==> config.mk <==
export PLATFORM = sky130hd
export DESIGN_NAME = mhp_port
export DESIGN_NICKNAME = d
export VERILOG_FILES = /design/src/core/mhp_pkg.sv /design/src/core/mhp_snap.sv /design/src/core/mhp_port.sv
export SDC_FILE = /design/constraint.sdc
export NUM_CORES = 1
export LEC_CHECK = 0
export BUFFER_PORTS_ARGS = -buffer_cell sky130_fd_sc_hd__buf_2
export CAP_MARGIN = 30
export CORE_ASPECT_RATIO = 0.5
export CORE_UTILIZATION = 36
export CTS_BUF_LIST = sky130_fd_sc_hd__clkbuf_4 sky130_fd_sc_hd__clkbuf_8 sky130_fd_sc_hd__clkbuf_16
export CTS_CLUSTER_SIZE = 16
export DETAILED_ROUTE_END_ITERATION = 8
export SYNTH_ARGS = -nofsm -noshare
export SYNTH_HDL_FRONTEND = slang
export SYNTH_HIERARCHICAL = 1
export SYNTH_SLANG_ARGS = --single-unit
==> constraint.sdc <==
create_clock -name clk -period 3.25 [get_ports clk]
set_input_delay 0.65 -clock clk [delete_from_list [all_inputs] [get_ports clk]]
set_output_delay 0.65 -clock clk [all_outputs]
set_load 0.05 [all_outputs]
==> src/core/mhp_pkg.sv <==
// constants shared by the muxed host port
`default_nettype none
package mhp_pkg;
  localparam int ADDR_W = 10;
  localparam int DATA_W = 32;
  localparam int HOST_W = 16;
  // pin positions of the top address bit per width and latching mode
  localparam int TOP_PIN_8_SINGLE = 9;
  localparam int TOP_PIN_8_DUAL = 1;
  localparam int TOP_PIN_16_SINGLE = 8;
  localparam int TOP_PIN_16_DUAL = 0;
  localparam int ENDIAN_OFS = 1;
  localparam int FIFOSEL_OFS = 2;
  localparam logic [2:0] PARTS_8 = 3'h4;
  localparam logic [2:0] PARTS_16 = 3'h2;
  localparam logic [2:0] CNT_RST = 3'h0;
  localparam logic [ADDR_W-1:0] ADDR_RST = 10'h000;
  localparam logic [DATA_W-1:0] WORD_RST = 32'h0000_0000;
  localparam logic [HOST_W-1:0] HOST_RST = 16'h0000;
  typedef enum logic [1:0] {
    MHP_IDLE = 2'b00,
    MHP_WRITE = 2'b01,
    MHP_READ = 2'b11
  } mhp_state_e;
endpackage : mhp_pkg
`default_nettype wire

==> src/core/mhp_snap.sv <==
// snapshot register holding the live word during a read sequence
`default_nettype none
module mhp_snap
  import mhp_pkg::*;
(
  input wire logic clk,
  input wire logic nrst,
  input wire logic load,
  input wire logic [DATA_W-1:0] din,
  output logic [DATA_W-1:0] dout
);
  always_ff @(posedge clk or negedge nrst) begin
    if (!nrst) begin
      dout <= WORD_RST;
    end else if (load) begin
      dout <= din;
    end
  end
endmodule : mhp_snap
`default_nettype wire

==> src/core/mhp_port.sv <==
// muxed host bus port: address decode, dword assembly and read split
// Operation
// - 8-bit mode: byte address, top bit on pin 9 single or 1 dual
// - 16-bit mode: word address, top bit on pin 8 single or 0 dual
// - latched address converted to byte address before internal use
// - endianness select sits one pin above the top address bit
// - fifo direct select sits two pins above the top address bit
// - registers are 32 bits; narrow modes need two or four accesses
// - write cycle: select plus write strobe, or gate with write direction
// - at write end the part is stored in its lane, endian swapped
// - after initialisation writes are dropped until one read occurs
// - outside full power and after it, writes dropped until a read
// - write counter counts parts; last part issues one 32-bit write
// - write counter cleared when power state leaves full power
// - read cycle decode; part driven from the cycle start, old snapshot lane in the first clock of an unlocked register read
// - reads ignored outside full power, including a read's tail
// - separate read counter; last part issues one internal read
// - read counter cleared when power state leaves full power
// - live bits frozen at the start of a read cycle
// - multi-part registers locked first read to last, unlocked on power
// - pops and change-on-read act at read end, after the last part
// - endian select low is little endian, high is big endian
// - fifo select sends writes to tx fifo and reads from rx fifo
// - address and selects kept until reset or a new latch
// - events during a hold or lock are deferred, not lost
`default_nettype none
module mhp_port
  import mhp_pkg::*;
(
  input wire logic clk,
  input wire logic nrst,
  input wire logic mode_8bit,
  input wire logic dual_phase,
  input wire logic enable_mode,
  input wire logic cs_act,
  input wire logic rd_act,
  input wire logic wr_act,
  input wire logic bus_cycle_gate,
  input wire logic dir_is_read,
  input wire logic low_latch_strobe,
  input wire logic high_latch_strobe,
  input wire logic [HOST_W-1:0] ad_in,
  output logic [HOST_W-1:0] ad_out,
  output logic ad_oe,
  input wire logic full_power_state,
  input wire logic init_done,
  output logic [ADDR_W-1:0] int_addr,
  output logic int_fifo_sel,
  output logic int_big_endian,
  output logic [DATA_W-1:0] int_wdata,
  output logic int_wr,
  output logic int_txfifo_wr,
  input wire logic [DATA_W-1:0] int_rdata,
  input wire logic [DATA_W-1:0] rxfifo_rdata,
  output logic int_rd_end,
  output logic int_rxfifo_pop,
  output logic int_lock,
  output logic int_hold
);
  // latched address fields
  logic [ADDR_W-1:0] addr_q;
  logic endian_q;
  logic fifo_q;
  logic lo_q;
  logic hi_q;
  mhp_state_e st_q;
  logic [2:0] wcnt_q;
  logic [2:0] rcnt_q;
  logic wr_armed_q;
  logic init_q;
  logic lock_q;
  logic [DATA_W-1:0] asm_q;
  logic [DATA_W-1:0] snap;
  logic [HOST_W-1:0] rd_q;
  logic rd_valid_q;
  logic pwr_q;

  function automatic logic [7:0] lane(input logic [DATA_W-1:0] w,
                                      input logic [1:0] idx);
    lane = w[8*idx +: 8];
  endfunction : lane

  wire [2:0] parts = mode_8bit ? PARTS_8 : PARTS_16;
  wire wr_cyc = enable_mode ? (bus_cycle_gate && !dir_is_read)
                            : (cs_act && wr_act);
  wire rd_cyc = enable_mode ? (bus_cycle_gate && dir_is_read)
                            : (cs_act && rd_act);
  wire lo_fall = lo_q && !low_latch_strobe;
  wire hi_fall = hi_q && !high_latch_strobe;
  wire pwr_leave = pwr_q && !full_power_state;

  // top address pin position for the active width and latching mode
  wire [3:0] top_pin = mode_8bit
    ? (dual_phase ? 4'(TOP_PIN_8_DUAL) : 4'(TOP_PIN_8_SINGLE))
    : (dual_phase ? 4'(TOP_PIN_16_DUAL) : 4'(TOP_PIN_16_SINGLE));
  wire endian_pin = ad_in[4'(top_pin + 4'(ENDIAN_OFS))];
  wire fifo_pin = ad_in[4'(top_pin + 4'(FIFOSEL_OFS))];

  // single phase: whole address on the low strobe
  wire [ADDR_W-1:0] single_addr = mode_8bit ? ad_in[9:0]
                                            : {ad_in[8:0], 1'b0};
  // dual phase: low strobe gives 8 bits, high strobe the rest
  wire [ADDR_W-1:0] dual_lo = mode_8bit ? {addr_q[9:8], ad_in[7:0]}
                                        : {addr_q[9], ad_in[7:0], 1'b0};
  wire [ADDR_W-1:0] dual_hi = mode_8bit ? {ad_in[1:0], addr_q[7:0]}
                                        : {ad_in[0], addr_q[8:0]};

  // lane selection per endianness
  wire [1:0] byte_idx = addr_q[1:0] ^ {endian_q, endian_q};
  wire word_idx = addr_q[1] ^ endian_q;
  wire [DATA_W-1:0] src = fifo_q ? rxfifo_rdata : snap;
  wire [HOST_W-1:0] rd_sel = mode_8bit
    ? {8'h00, lane(src, byte_idx)}
    : (endian_q ? {lane(src, {word_idx, 1'b0}),
                   lane(src, {word_idx, 1'b1})}
                : {lane(src, {word_idx, 1'b1}),
                   lane(src, {word_idx, 1'b0})});
  wire [HOST_W-1:0] wr_part = (!mode_8bit && endian_q)
    ? {ad_in[7:0], ad_in[15:8]} : ad_in;

  wire wr_end = (st_q == MHP_WRITE) && !wr_cyc;
  wire rd_end = (st_q == MHP_READ) && !rd_cyc;
  wire wr_take = wr_end && wr_armed_q && init_q && full_power_state;
  wire rd_take = rd_end && rd_valid_q && full_power_state;
  wire wr_last = wr_take && (3'(wcnt_q + 3'h1) == parts);
  wire rd_last = rd_take && (3'(rcnt_q + 3'h1) == parts);
  wire rd_start = (st_q == MHP_IDLE) && rd_cyc && full_power_state;
  wire snap_load = rd_start && !lock_q;

  mhp_snap u_snap (
    .clk(clk),
    .nrst(nrst),
    .load(snap_load),
    .din(int_rdata),
    .dout(snap)
  );

  always_ff @(posedge clk or negedge nrst) begin
    if (!nrst) begin
      lo_q <= 1'b0;
      hi_q <= 1'b0;
      pwr_q <= 1'b0;
      init_q <= 1'b0;
    end else begin
      lo_q <= low_latch_strobe;
      hi_q <= high_latch_strobe;
      pwr_q <= full_power_state;
      init_q <= init_done;
    end
  end

  // address latch on trailing strobe edges, kept otherwise
  always_ff @(posedge clk or negedge nrst) begin
    if (!nrst) begin
      addr_q <= ADDR_RST;
      endian_q <= 1'b0;
      fifo_q <= 1'b0;
    end else if (!dual_phase && lo_fall) begin
      addr_q <= single_addr;
      endian_q <= endian_pin;
      fifo_q <= fifo_pin;
    end else if (dual_phase && lo_fall) begin
      addr_q <= dual_lo;
    end else if (dual_phase && hi_fall) begin
      addr_q <= dual_hi;
      endian_q <= endian_pin;
      fifo_q <= fifo_pin;
    end
  end

  always_ff @(posedge clk or negedge nrst) begin
    if (!nrst) begin
      st_q <= MHP_IDLE;
    end else begin
      case (st_q)
        MHP_IDLE: begin
          if (wr_cyc) begin
            st_q <= MHP_WRITE;
          end else if (rd_cyc) begin
            st_q <= MHP_READ;
          end
        end
        MHP_WRITE: begin
          if (!wr_cyc) begin
            st_q <= MHP_IDLE;
          end
        end
        MHP_READ: begin
          if (!rd_cyc) begin
            st_q <= MHP_IDLE;
          end
        end
        default: st_q <= MHP_IDLE;
      endcase
    end
  end

  // a write is only honoured once a read has been seen
  always_ff @(posedge clk or negedge nrst) begin
    if (!nrst) begin
      wr_armed_q <= 1'b0;
    end else if (!full_power_state || !init_q) begin
      wr_armed_q <= 1'b0;
    end else if (rd_take) begin
      wr_armed_q <= 1'b1;
    end
  end

  // read valid only if the whole cycle ran in full power
  always_ff @(posedge clk or negedge nrst) begin
    if (!nrst) begin
      rd_valid_q <= 1'b0;
    end else if (rd_start) begin
      rd_valid_q <= 1'b1;
    end else if (!full_power_state || st_q != MHP_READ) begin
      rd_valid_q <= 1'b0;
    end
  end

  always_ff @(posedge clk or negedge nrst) begin
    if (!nrst) begin
      wcnt_q <= CNT_RST;
    end else if (pwr_leave || !full_power_state) begin
      wcnt_q <= CNT_RST;
    end else if (wr_last) begin
      wcnt_q <= CNT_RST;
    end else if (wr_take) begin
      wcnt_q <= 3'(wcnt_q + 3'h1);
    end
  end

  always_ff @(posedge clk or negedge nrst) begin
    if (!nrst) begin
      rcnt_q <= CNT_RST;
    end else if (!full_power_state) begin
      rcnt_q <= CNT_RST;
    end else if (rd_last) begin
      rcnt_q <= CNT_RST;
    end else if (rd_take) begin
      rcnt_q <= 3'(rcnt_q + 3'h1);
    end
  end

  // lock spans first to last part of a narrow read
  always_ff @(posedge clk or negedge nrst) begin
    if (!nrst) begin
      lock_q <= 1'b0;
    end else if (!full_power_state || rd_last) begin
      lock_q <= 1'b0;
    end else if (rd_take) begin
      lock_q <= 1'b1;
    end
  end

  // dword assembly, lane picked by low address and endianness
  always_ff @(posedge clk or negedge nrst) begin
    if (!nrst) begin
      asm_q <= WORD_RST;
    end else if (wr_take && mode_8bit) begin
      asm_q[8*byte_idx +: 8] <= wr_part[7:0];
    end else if (wr_take) begin
      asm_q[16*word_idx +: 16] <= wr_part;
    end
  end

  always_ff @(posedge clk or negedge nrst) begin
    if (!nrst) begin
      rd_q <= HOST_RST;
    end else if (st_q == MHP_READ || rd_start) begin
      rd_q <= rd_sel;
    end
  end

  // internal write carries the full dword including the final part
  wire [DATA_W-1:0] wr_word = mode_8bit
    ? (asm_q & ~(32'h0000_00FF << {byte_idx, 3'h0}))
      | ({24'h00_0000, wr_part[7:0]} << {byte_idx, 3'h0})
    : (word_idx ? {wr_part, asm_q[15:0]} : {asm_q[31:16], wr_part});

  always_ff @(posedge clk or negedge nrst) begin
    if (!nrst) begin
      int_wdata <= WORD_RST;
      int_wr <= 1'b0;
      int_txfifo_wr <= 1'b0;
      int_rd_end <= 1'b0;
      int_rxfifo_pop <= 1'b0;
    end else begin
      int_wdata <= wr_last ? wr_word : int_wdata;
      int_wr <= wr_last && !fifo_q;
      int_txfifo_wr <= wr_last && fifo_q;
      int_rd_end <= rd_last && !fifo_q;
      int_rxfifo_pop <= rd_last && fifo_q;
    end
  end

  // dword-aligned byte address toward the register file
  assign int_addr = {addr_q[9:2], 2'b00};
  assign int_fifo_sel = fifo_q;
  assign int_big_endian = endian_q;
  assign int_lock = lock_q;
  // holders defer their events while this is high
  assign int_hold = lock_q || st_q == MHP_READ;
  assign ad_out = rd_q;
  assign ad_oe = (st_q == MHP_READ) && rd_valid_q;
endmodule : mhp_port
`default_nettype wire

==> flow_metrics.py <==
metrics = {
    "sta": {
        "finalCriticalPeriod_ns": 2.62,
        "fin_crit_sh": 0.807,
        "setup_viol": 0,
        "rsz0062_at_grt": "no",
        "worstMarginPinSlew_ns": 0.995,
        "final_hold_viol_count": 0,
        "slew_headroom": 0.336,
        "maxSlewViolCount": 0,
        "fin_tns_setup_ns": 0,
        "fin_worst_skew_ns": 0.00753,
        "setup_ws_ns": 0.628,
        "fmax_mhz": 381,
    },
    "cts": {
        "htree_levels": 4,
        "cts_sinks": 142,
        "clk_pin_slew_ns": 0.07,
        "cts_tree": "built",
        "cts-root-buf": "clkbuf_16",
        "clock_latency_ns": 0.43,
        "post_cts_resized": 0,
        "hold_buffers": 0,
        "cts.path.max_buffers": 2,
        "post_cts.repair.setup_buffers": 0,
        "cts_made_buffers": 17,
    },
    "outcome": {
        "outcome": "finished, final reports clean",
    },
    "die": {
        "num_rows": 39,
        "die-area_mm2": 0.0243,
        "core_area_mm2": 0.0230,
        "io_pins": 161,
        "start_util": 0.370,
        "die_w_um": 219,
        "die_height_um": 111,
    },
    "drt": {
        "drt_wl_total_mm": 24.5,
        "vias": 6837,
        "drtPass1Iterations": 5,
        "drtIter0Drc": 564,
        "drc_errors": 0,
        "wire_per_inst_um": 20.2,
        "antenna_left": 0,
        "via_per_inst": 5.65,
    },
    "worst_setup_path": {
        "worst-path-max-fanout": 40,
        "crit_type": "flop to flop",
        "cp.required_ns": 3.57,
        "critPathLaunch": "int_big_endian",
        "rr_startpoint": "int_big_endian",
        "crit_path_end_kind": "flop",
        "cp_data_arrival_time_ns": 2.94,
        "rrSetupSlack_ns": 0.63,
        "start_kind": "flop",
    },
    "synth": {
        "ys.flop_type": "dfrtp_1",
        "synth.distinct_cells": 65,
        "synth_warnings": 6,
        "ys_seq_area_frac": 0.417,
        "synth_area_leaders": "dfrtp_1, mux2i_1, mux2_2",
        "syn_avg_cell_area_um2": 11.0,
        "yosys.area.top_type_share": 0.417,
        "synthArstFlopShare": 1.00,
        "ys_ff_latch": 142,
        "synth_top_area_cell": "dfrtp_1",
        "synth_edf_count": 0,
        "synth_cells": 773,
        "syn_area_mm2": 0.00851,
    },
    "grt": {
        "grt_max_degree": 57,
        "antenna_found_initial": 2,
        "grt_pass1_wl_mm": 38.9,
        "first_global_vias": 6931,
        "grtUsageTotal": 0.208,
        "gr-total-overflow": 0,
    },
    "final_layout": {
        "antennaDiodeCount": 0,
        "n_fill_cell": 2132,
        "syn2layout_area_growth_pct": 18.2,
        "final_layout_size_suffix_gt1_frac": 0.348,
        "seq_area_mm2": 0.00355,
        "multi_input_area_mm2": 0.00444,
        "nets": 990,
    },
    "pwr": {
        "vdd_drop_max_v": 0.000462,
        "finalPower_mw": 6.64,
        "power_density_mw_per_mm2": 660,
        "p_leak_nw": 4.63,
    },
    "placement": {
        "place_congestion": 0.916,
        "dp_hpwl_mm": 17.0,
        "io_buffers": 158,
        "post-place-ws_ns": 0.619,
    },
    "flow_run": {
        "cap_violations": 0,
    },
    "hold_path": {
        "worst_hold_path_type": "primary input to asynchronous set/reset pin",
    },
}
==> metal layers <==
layer | wire [µm] | up-vias | share of wire | global-route usage
met3 | 1730 | 34 | 0.071 | 0.0571
met1 | 11100 | 3365 | 0.45 | 0.282
met2 | 11100 | 276 | 0.45 | 0.319
met4 | 535 | 2 | 0.022 | 0.0671
li1 | - | 3160 | - | -
met5 | 13 | - | 0.00053 | 0
==> cells in the mapped netlist (all sizes together) (9+ instances only) <==
library cell and number:
clkbuf 39, o31ai 32, dfrtp 142, o21a 17, mux2 70, a21oi 37, nor2 19, buf 42
a31oi 17, nand3 29, o21ai 39, nand4 9, mux2i 58, mux4 18, nand2 25, o2bb2ai 33
o22ai 17, inv 18
==> critical path: stages, from the launching register on <==
cell and delay (ns):
dfrtp_2 0.55, buf_4 0.47, clkinv_1 0.23, xnor2_2 0.59, mux2_2 0.41, mux2_2 0.25
==> sequential cells by signal (all words and copies together), names as in the netlist, 2 cells and up <==
name         flops
ad_out          16
addr_q          10
asm_q           32
int_wdata       32
rcnt_q           3
st_q             2
u_snap/dout     32
wcnt_q           3
==> through the flow <==
step | util | area, µm² | cells | hold WS (ns)
floorplan | - | 8520 | 774 | 0.354
finish | 0.438 | 10100 | 1211 | 0.165
CTS | 0.438 | 10100 | 1211 | 0.163
global placement | 0.411 | 9450 | 1179 | 0.462
detailed placement | 0.411 | 9450 | 1179 | 0.471
global route | 0.438 | 10100 | 1211 | 0.180
==> final cells by class <==
type                    count  area share
clock buffers              19      0.0450
clock inverters            13      0.0162
well taps                 307      0.0382
inverters                  19     0.00709
flip-flops and latches    142       0.353
multi-input cells         532       0.442
repair buffers            179      0.0986
==> layout by cell type (no fill, tap or decap), types with 9 or more instances in the layout <==
master and n:
nor2_1 19, o21ai_0 37, o22ai_1 17, o2bb2ai_1 33, mux2_4 30, nand2_1 25
clkbuf_16 17, mux2_2 40, nand4_1 9, o21a_1 17, a21oi_1 36, a31oi_1 17
dfrtp_1 141, mux2i_1 57, o31ai_1 30, buf_4 18, buf_2 157, inv_1 16
nand3_1 29, mux4_2 18
==> final timing paths <==
check	to	cells past startpoint
hold / removal	u_snap/dout[18]	1
min in group clk	init_q	1
setup / recovery	ad_out[4]	5
max in group asynchronous	u_snap/dout[14]	2
hold reg to reg	addr_q[6]	2
setup reg to reg	ad_out[4]	5
==> power breakdown <==
part           internal [mW]  switching, mW
sequential              2.03          0.168
clock                   1.25          0.821
combinational          0.982           1.39
==> logic make-up after synthesis <==
group | count (synthesis) | share of synthesized area
AO/OA/AOI/OAI | 238 | 0.194
XOR/XNOR | 7 | 0.00897
AND/OR/NAND/NOR | 134 | 0.0880
other | 1 | 0.000441
buffers and inverters | 100 | 0.0614
multiplexers | 146 | 0.222
flip-flops | 142 | 0.417
adder cells (fa/ha/maj) | 5 | 0.00735
Power figures use the tool's default switching activity.
